===== src/pkg/lfoc_consts.svh =====
// Constants for the low-frequency oscillator control block.
`ifndef LFOC_CONSTS_SVH
`define LFOC_CONSTS_SVH
// ****************************************************************
// Register map and fields
// ****************************************************************
`define LFOC_CTRL_ADDR     8'h86
`define LFOC_BIT_EN        7
`define LFOC_BIT_RDY       6
`define LFOC_TRIM_HI       5
`define LFOC_TRIM_LO       2
`define LFOC_DIV_HI        1
`define LFOC_DIV_LO        0
`define LFOC_DIV_RESET     2'h0
`define LFOC_TRIM_FACTORY  4'h8
// ****************************************************************
// Timing
// ****************************************************************
`define LFOC_CLK_HZ        10000000
`define LFOC_NOM_HZ        80000
`define LFOC_SETTLE_US     100
`define LFOC_SETTLE_CYC    ((`LFOC_SETTLE_US * (`LFOC_CLK_HZ / 1000000)))
`endif


===== src/pkg/lfoc_pkg.sv =====
// Types shared by the low-frequency oscillator control block.
package lfoc_pkg;
  typedef enum logic [1:0] {
    LFOC_DIV8 = 2'h0,
    LFOC_DIV4 = 2'h1,
    LFOC_DIV2 = 2'h2,
    LFOC_DIV1 = 2'h3
  } lfoc_div_e;
  typedef logic [3:0] lfoc_trim_t;
endpackage : lfoc_pkg


===== src/pkg/lfoc_osc_if.sv =====
// Interface between the control logic and the oscillator model core.
`timescale 1ns/1ps
interface lfoc_osc_if;
  logic                enable;
  lfoc_pkg::lfoc_trim_t trim;
  logic                osc_out;
  logic                stable;
  modport ctrl (output enable, output trim, input osc_out, input stable);
  modport core (input enable, input trim, output osc_out, output stable);
endinterface : lfoc_osc_if


===== src/lfoc_osc_core.sv =====
// Digital stand-in for the oscillator: trimmed half-period counter and settle timer.
`timescale 1ns/1ps
`include "lfoc_consts.svh"
module lfoc_osc_core #(
  parameter int SETTLE_CYC = `LFOC_SETTLE_CYC
) (
  input  wire logic clk_sys,
  input  wire logic reset,
  lfoc_osc_if.core  osc
);
  // Nominal half period in system clocks at trim midpoint.
  localparam int HALF_NOM = `LFOC_CLK_HZ / (2 * `LFOC_NOM_HZ);
  logic [7:0]  half_cnt_r;
  logic [7:0]  half_len;
  logic        osc_r;
  logic [23:0] settle_r;
  logic        stable_r;

  // Larger trim gives a longer half period, so a slower oscillator.
  assign half_len = 8'(HALF_NOM - 8 + 32'(osc.trim));

  // Toggle only while enabled; a stopped oscillator holds low.
  always_ff @(posedge clk_sys or posedge reset) begin
    if (reset) begin
      half_cnt_r <= 8'h00;
      osc_r      <= 1'b0;
    end else if (!osc.enable) begin
      half_cnt_r <= 8'h00;
      osc_r      <= 1'b0;
    end else if (half_cnt_r >= half_len - 8'h01) begin
      half_cnt_r <= 8'h00;
      osc_r      <= ~osc_r;
    end else begin
      half_cnt_r <= half_cnt_r + 8'h01;
    end
  end

  // Stability is reported after a settle time of continuous running.
  always_ff @(posedge clk_sys or posedge reset) begin
    if (reset) begin
      settle_r <= 24'h000000;
      stable_r <= 1'b0;
    end else if (!osc.enable) begin
      settle_r <= 24'h000000;
      stable_r <= 1'b0;
    end else if (settle_r >= 24'(SETTLE_CYC)) begin
      stable_r <= 1'b1;
    end else begin
      settle_r <= settle_r + 24'h000001;
    end
  end

  assign osc.osc_out = osc_r;
  assign osc.stable  = stable_r;
endmodule : lfoc_osc_core


===== src/lfoc_top.sv =====
// Low-frequency oscillator control register, output divider and timer capture path.
`timescale 1ns/1ps
`include "lfoc_consts.svh"
module lfoc_top #(
  parameter int SETTLE_CYC = `LFOC_SETTLE_CYC
) (
  input  wire logic        clk_sys,
  input  wire logic        reset,
  input  wire logic [7:0]  sfr_addr,
  input  wire logic        sfr_wr,
  input  wire logic        sfr_rd,
  input  wire logic [7:0]  sfr_wdata,
  output logic      [7:0]  sfr_rdata,
  input  wire logic [3:0]  factory_trim,
  input  wire logic        t2_capture_mode,
  input  wire logic        t3_capture_mode,
  input  wire logic [15:0] t2_count,
  input  wire logic [15:0] t3_count,
  output logic      [15:0] t2_reload,
  output logic      [15:0] t3_reload,
  output logic             t2_capture,
  output logic             t3_capture,
  output logic             lfo_clk
);
  // ****************************************************************
  // Control register
  // ****************************************************************
  logic                  lfo_enable_r;
  logic                  lfo_ready_r;
  lfoc_pkg::lfoc_trim_t  lfo_trim_r;
  lfoc_pkg::lfoc_div_e   lfo_divider_select_r;
  logic                  trim_loaded_r;
  logic [23:0]           resettle_r;
  logic                  ctrl_wr;
  logic                  div_change;
  lfoc_osc_if            osc ();

  lfoc_osc_core #(.SETTLE_CYC(SETTLE_CYC)) u_core (
    .clk_sys (clk_sys),
    .reset   (reset),
    .osc     (osc.core)
  );

  // The register is decoded on address alone, so page selection never hides it.
  assign ctrl_wr    = sfr_wr && (sfr_addr == `LFOC_CTRL_ADDR);
  assign div_change = ctrl_wr && (sfr_wdata[`LFOC_DIV_HI:`LFOC_DIV_LO] != lfo_divider_select_r);

  // Enable and divider reset to zero; software writes them directly.
  always_ff @(posedge clk_sys or posedge reset) begin
    if (reset) begin
      lfo_enable_r         <= 1'b0;
      lfo_divider_select_r <= lfoc_pkg::LFOC_DIV8;
    end else if (ctrl_wr) begin
      lfo_enable_r         <= sfr_wdata[`LFOC_BIT_EN];
      lfo_divider_select_r <= lfoc_pkg::lfoc_div_e'(sfr_wdata[`LFOC_DIV_HI:`LFOC_DIV_LO]);
    end
  end

  // Async reset may only load a constant, so the factory trim is taken on the first clock after release.
  always_ff @(posedge clk_sys or posedge reset) begin
    if (reset) begin
      lfo_trim_r    <= `LFOC_TRIM_FACTORY;
      trim_loaded_r <= 1'b0;
    end else if (!trim_loaded_r) begin
      lfo_trim_r    <= factory_trim;
      trim_loaded_r <= 1'b1;
    end else if (ctrl_wr) begin
      // Writes while running are accepted; glitch-free retrim is firmware's duty.
      lfo_trim_r    <= sfr_wdata[`LFOC_TRIM_HI:`LFOC_TRIM_LO];
    end
  end

  // A divider change restarts a settle wait; without it the still-high stable level would re-set ready at once.
  always_ff @(posedge clk_sys or posedge reset) begin
    if (reset) begin
      resettle_r <= 24'h000000;
    end else if (div_change) begin
      resettle_r <= 24'(SETTLE_CYC);
    end else if (resettle_r != 24'h000000) begin
      resettle_r <= resettle_r - 24'h000001;
    end
  end

  // Ready is sticky: stable sets it, only reset or a divider change clears it.
  // A divider change in the same cycle as stability wins, since the output restarts.
  always_ff @(posedge clk_sys or posedge reset) begin
    if (reset) begin
      lfo_ready_r <= 1'b0;
    end else if (div_change) begin
      lfo_ready_r <= 1'b0;
    end else if (osc.stable && resettle_r == 24'h000000) begin
      lfo_ready_r <= 1'b1;
    end
  end

  assign osc.enable = lfo_enable_r;
  assign osc.trim   = lfo_trim_r;

  // Registered read data; unmapped addresses read as zero.
  always_ff @(posedge clk_sys or posedge reset) begin
    if (reset) begin
      sfr_rdata <= 8'h00;
    end else if (sfr_rd && sfr_addr == `LFOC_CTRL_ADDR) begin
      sfr_rdata <= {lfo_enable_r, lfo_ready_r, lfo_trim_r, lfo_divider_select_r};
    end else begin
      sfr_rdata <= 8'h00;
    end
  end

  // ****************************************************************
  // Output divider
  // ****************************************************************
  logic [2:0] div_cnt_r;
  logic       osc_d_r;
  logic       osc_rise;

  // Divide by rising-edge counting; a stopped oscillator freezes the divider.
  function automatic logic div_tap(input lfoc_pkg::lfoc_div_e sel, input logic [2:0] cnt, input logic raw);
    unique case (sel)
      lfoc_pkg::LFOC_DIV8: div_tap = cnt[2];
      lfoc_pkg::LFOC_DIV4: div_tap = cnt[1];
      lfoc_pkg::LFOC_DIV2: div_tap = cnt[0];
      lfoc_pkg::LFOC_DIV1: div_tap = raw;
    endcase
  endfunction : div_tap

  assign osc_rise = osc.osc_out && !osc_d_r;

  always_ff @(posedge clk_sys or posedge reset) begin
    if (reset) begin
      osc_d_r   <= 1'b0;
      div_cnt_r <= 3'h0;
    end else begin
      osc_d_r <= osc.osc_out;
      if (div_change) begin
        div_cnt_r <= 3'h0;
      end else if (osc_rise) begin
        div_cnt_r <= div_cnt_r + 3'h1;
      end
    end
  end

  // Registered output tap keeps the top output straight from a flip-flop.
  always_ff @(posedge clk_sys or posedge reset) begin
    if (reset) begin
      lfo_clk <= 1'b0;
    end else begin
      lfo_clk <= div_tap(lfo_divider_select_r, div_cnt_r, osc.osc_out);
    end
  end

  // ****************************************************************
  // Calibration capture
  // ****************************************************************
  logic sync1_r;
  logic sync2_r;
  logic sync3_r;
  logic cap_fall;
  logic cap_rise;

  // Three-stage synchroniser; only the second and third stages feed edge detection.
  always_ff @(posedge clk_sys or posedge reset) begin
    if (reset) begin
      sync1_r <= 1'b0;
      sync2_r <= 1'b0;
      sync3_r <= 1'b0;
    end else begin
      sync1_r <= lfo_clk;
      sync2_r <= sync1_r;
      sync3_r <= sync2_r;
    end
  end

  // Edge decode is shared by the pulse and the reload copy, so both always agree.
  assign cap_fall = t2_capture_mode && sync3_r && !sync2_r;
  assign cap_rise = t3_capture_mode && !sync3_r && sync2_r;

  // Timer 2 takes falling edges, timer 3 rising ones; the whole count is copied at once.
  always_ff @(posedge clk_sys or posedge reset) begin
    if (reset) begin
      t2_capture <= 1'b0;
      t3_capture <= 1'b0;
      t2_reload  <= 16'h0000;
      t3_reload  <= 16'h0000;
    end else begin
      t2_capture <= cap_fall;
      t3_capture <= cap_rise;
      if (cap_fall) begin
        t2_reload <= t2_count;
      end
      if (cap_rise) begin
        t3_reload <= t3_count;
      end
    end
  end
endmodule : lfoc_top


===== config.mk =====
export PLATFORM = sky130hd
export DESIGN_NAME = lfoc_top
export DESIGN_NICKNAME = d
export VERILOG_FILES = /design/src/pkg/lfoc_pkg.sv /design/src/pkg/lfoc_osc_if.sv /design/src/lfoc_osc_core.sv /design/src/lfoc_top.sv
export VERILOG_INCLUDE_DIRS = /design/src /design/src/pkg
export SDC_FILE = /design/constraint.sdc
export NUM_CORES = 1
export LEC_CHECK = 0
export ABC_AREA = 1
export ABC_CLOCK_PERIOD_IN_PS = 5040
export BUFFER_PORTS_ARGS = -buffer_cell sky130_fd_sc_hd__buf_4
export CAP_MARGIN = 20
export CORE_ASPECT_RATIO = 1.1
export CORE_UTILIZATION = 52
export DETAILED_ROUTE_END_ITERATION = 10
export GPL_ROUTABILITY_DRIVEN = 0
export PLACE_DENSITY_LB_ADDON = 0.25
export SLEW_MARGIN = 20
export SYNTH_ARGS = -nofsm -noshare
export SYNTH_HDL_FRONTEND = slang
export SYNTH_HIERARCHICAL = 1
export SYNTH_SLANG_ARGS = --single-unit

===== constraint.sdc =====
create_clock -name clk_sys -period 5.04 [get_ports clk_sys]
set_input_delay 0.756 -clock clk_sys [delete_from_list [all_inputs] [get_ports clk_sys]]
set_output_delay 0.756 -clock clk_sys [all_outputs]
set_load 0.02 [all_outputs]

==> flow_metrics.tcl <==
set metrics [dict create \
    status "finished clean" \
    yosys-top-cells-area "dfrtp_1 (51%), nand2_1 (14%), nor2_1 (5.6%)" \
    cp-end-kind "register" \
    clock_path_buffers 2 \
    vias 4782 \
    clkPwrFrac 0.328 \
    yosysTopAreaCell "dfrtp_1" \
    ys_seq_area_frac 0.513 \
    post-route-min-period_ns 2.15 \
    cellLeakagePower_nw 3.92 \
    cts_tree "yes" \
    synth_top_area_frac 0.508 \
    cp_top_family "simple AND/OR/NAND/NOR gates" \
    clock_sinks 117 \
    slew_headroom 0.342 \
    via_per_inst 5.01 \
    syn_to_final_growth_pct 25.6 \
    switchingPower_mw 1.21 \
    dpl-instance-area_sq_um 6590 \
    placed_cells 923 \
    p_int_mw 2.37 \
    grt_pass1_vias 4723 \
    slowest_delay_ns 0.41 \
    fin_skew_ns 0.00623 \
    grt_use_total 0.243 \
    cp_data_required_time_ns 5.33 \
    min_path_type "register to register" \
    start_util 0.542 \
    cts_setup_buffers 0 \
    ys.flop_type "dfrtp_1" \
    switching_share 0.338 \
    fmax_mhz 465 \
    coreArea_sq_um 10500 \
    power_density_nw_per_um2 498 \
    fillers 844 \
    synth_edf_count 0 \
    critical_path_buf_inv_count 1 \
    yosys_warnings 6 \
    grt_max_degree 84 \
    layout-drive-gt1-share 0.225 \
    htreeDepth 4 \
    fin_tns_setup_ns 0 \
    antenna_left 0 \
    critical_path_class "register to register" \
    final.setup.worst_slack_ns 2.89 \
    finalPower_mw 3.58 \
    io_buffers 99 \
    post-place-ws_ns 2.64 \
    ctsHoldBuffers 0 \
    mappedNetlistArea_sq_um 5710 \
    hpwl_um 8790 \
    grt_pass1_wl_um 21400 \
    critPathMaxFanout 8 \
    cts_buffers 17 \
    insertion_delay_ns 0.41 \
    diodes 0 \
    antenna_found_initial 0 \
    vdd.ir_drop.worst_v 0.000287 \
    cts_root_buffer "clkbuf_16" \
    avgSynthCellArea_sq_um 8.28 \
    crit_chain "ha_1, o21ai_0, inv_1, ha_1, nand2_1, nor2_1, nand4_1, nand3_2, nor2_1" \
    startpoint_type "register" \
    die_x_um 102 \
    whs_ns 0.345 \
    final_cell_area_sq_um 7180 \
    rsz0062_at_grt "no" \
    power_frac_seq 0.388 \
    synth.ff_latch_count 117 \
    arrival_ns 2.44 \
    drt-total-wl_um 12700 \
    drc_errors 0 \
    final_nets 871 \
    syn_nets 762 \
    async_flop_share 1.00 \
    fin_util 0.681 \
    slew_violations 0 \
    dieArea_sq_um 11400 \
    clk_pin_slew_ns 0.05 \
    finalSetupViolCount 0 \
    final-hold-violation-count 0 \
    tightest_slew_ns 0.987 \
    wl_per_cell_um 13.3 \
    p_comb_frac 0.285 \
    num_rows 39 \
    cap_viol_max_count 0 \
    final_cells 955 \
    period_share 0.426 \
    grt.overflow.total 0 \
    synth.distinct_cells 37 \
    cp_slowest_cell "dfrtp_1" \
    drtPass1Iterations 4 \
    die_h_um 112 \
    cts_resized 0 \
    ioPinCount 101 \
    drt_iter0_drc 235 \
    synthCells 690 \
]
==> cell usage in the layout (no fill, tap or decap), types with 4 or more instances in the layout <==
master     synthesis  final
nand2_1          220    220
dfrtp_1          116    116
buf_4              0    100
nor2_1            86     86
inv_1             75     74
nand3_1           54     54
nor2_2            21     21
clkbuf_16          0     17
xor2_1            14     14
ha_1              14     14
nand4_1           12     12
o21ai_0           12     12
a21oi_1           10     10
clkinv_2           1      6
nand3b_1           6      6
nand2_2            5      5
mux2_2             4      4
xnor2_1            4      4
nor2_4             4      4
==> power by group through the flow <==
stage / clock network (mW) / logic (mW) / registers (mW)
2_1_floorplan: 0 / 0.516 / 1.52
3_3_place_gp: 0 / 0.978 / 1.38
3_5_place_dp: 0 / 1.02 / 1.40
4_1_cts: 1.19 / 1.03 / 1.38
5_1_grt: 1.23 / 1.15 / 1.42
6_report: 1.17 / 1.02 / 1.39
==> layer usage <==
metal | up-vias | GRT usage | share of wire
met5 | - | 0 | 0
met4 | 0 | 0.0971 | 0.022
met3 | 24 | 0.0596 | 0.048
met2 | 119 | 0.427 | 0.53
met1 | 2279 | 0.281 | 0.40
li1 | 2360 | - | -
==> path summary, 6_finish.rpt <==
check / start / endpoint / slack, ns / depth (start not counted)
worst max-delay path: lfo_trim_r[0] / u_core/half_cnt_r[0] / 2.89 / 9
worst min-delay path: sync1_r / sync2_r / 0.35 / 0
worst max register to register: lfo_trim_r[0] / u_core/half_cnt_r[0] / 2.89 / 9
worst min register to register: sync1_r / sync2_r / 0.35 / 0
max in group asynchronous: reset / u_core/settle_r[6] / 3.90 / 3
min in group asynchronous: reset / u_core/settle_r[19] / 0.46 / 2
==> registers in the layout (all words and copies together) (netlist names) <==
name / cells
lfo_divider_select_r: 2
lfo_clk: 1
sync3_r: 1
u_core/settle_r: 24
sync2_r: 1
sync1_r: 1
t2_capture: 1
sfr_rdata: 8
u_core/osc.osc_out: 1
t3_reload: 16
lfo_ready_r: 1
t3_capture: 1
resettle_r: 24
div_cnt_r: 3
u_core/osc.stable: 1
trim_loaded_r: 1
lfo_enable_r: 1
lfo_trim_r: 4
osc_d_r: 1
t2_reload: 16
u_core/half_cnt_r: 8
==> synthesized netlist by cell type, drive strengths merged (2+ instances only) <==
cell and number:
mux2 4, nand3b 6, o21ai 16, inv 76
nand2 226, nand3 58, nor3 2, nand4 13
nor2 112, ha 14, dfrtp 116, clkinv 2
clkbuf 4, a21oi 10, buf 7, xnor2 4
o21bai 2, xor2 14
==> kinds of logic after synthesis <==
kind of cell             after synthesis  share of synthesized area
adder cells (fa/ha/maj)               14                     0.0307
flip-flops                           117                      0.513
buffers and inverters                 89                     0.0631
multiplexers                           4                    0.00788
XOR/XNOR                              18                     0.0276
AO/OA/AOI/OAI                         28                     0.0274
AND/OR/NAND/NOR                      419                      0.330
other                                  1                   0.000656
==> layout make-up <==
type,count,area [sq um],share of cell area
clock buffer,20,457,0.0636
clock inverter,12,129,0.0180
inverter,78,295,0.0412
multi-input combinational,484,2420,0.338
sequential,117,2930,0.408
tap,143,179,0.0249
timing repair buffer,101,762,0.106
Power figures use the tool's default switching activity.
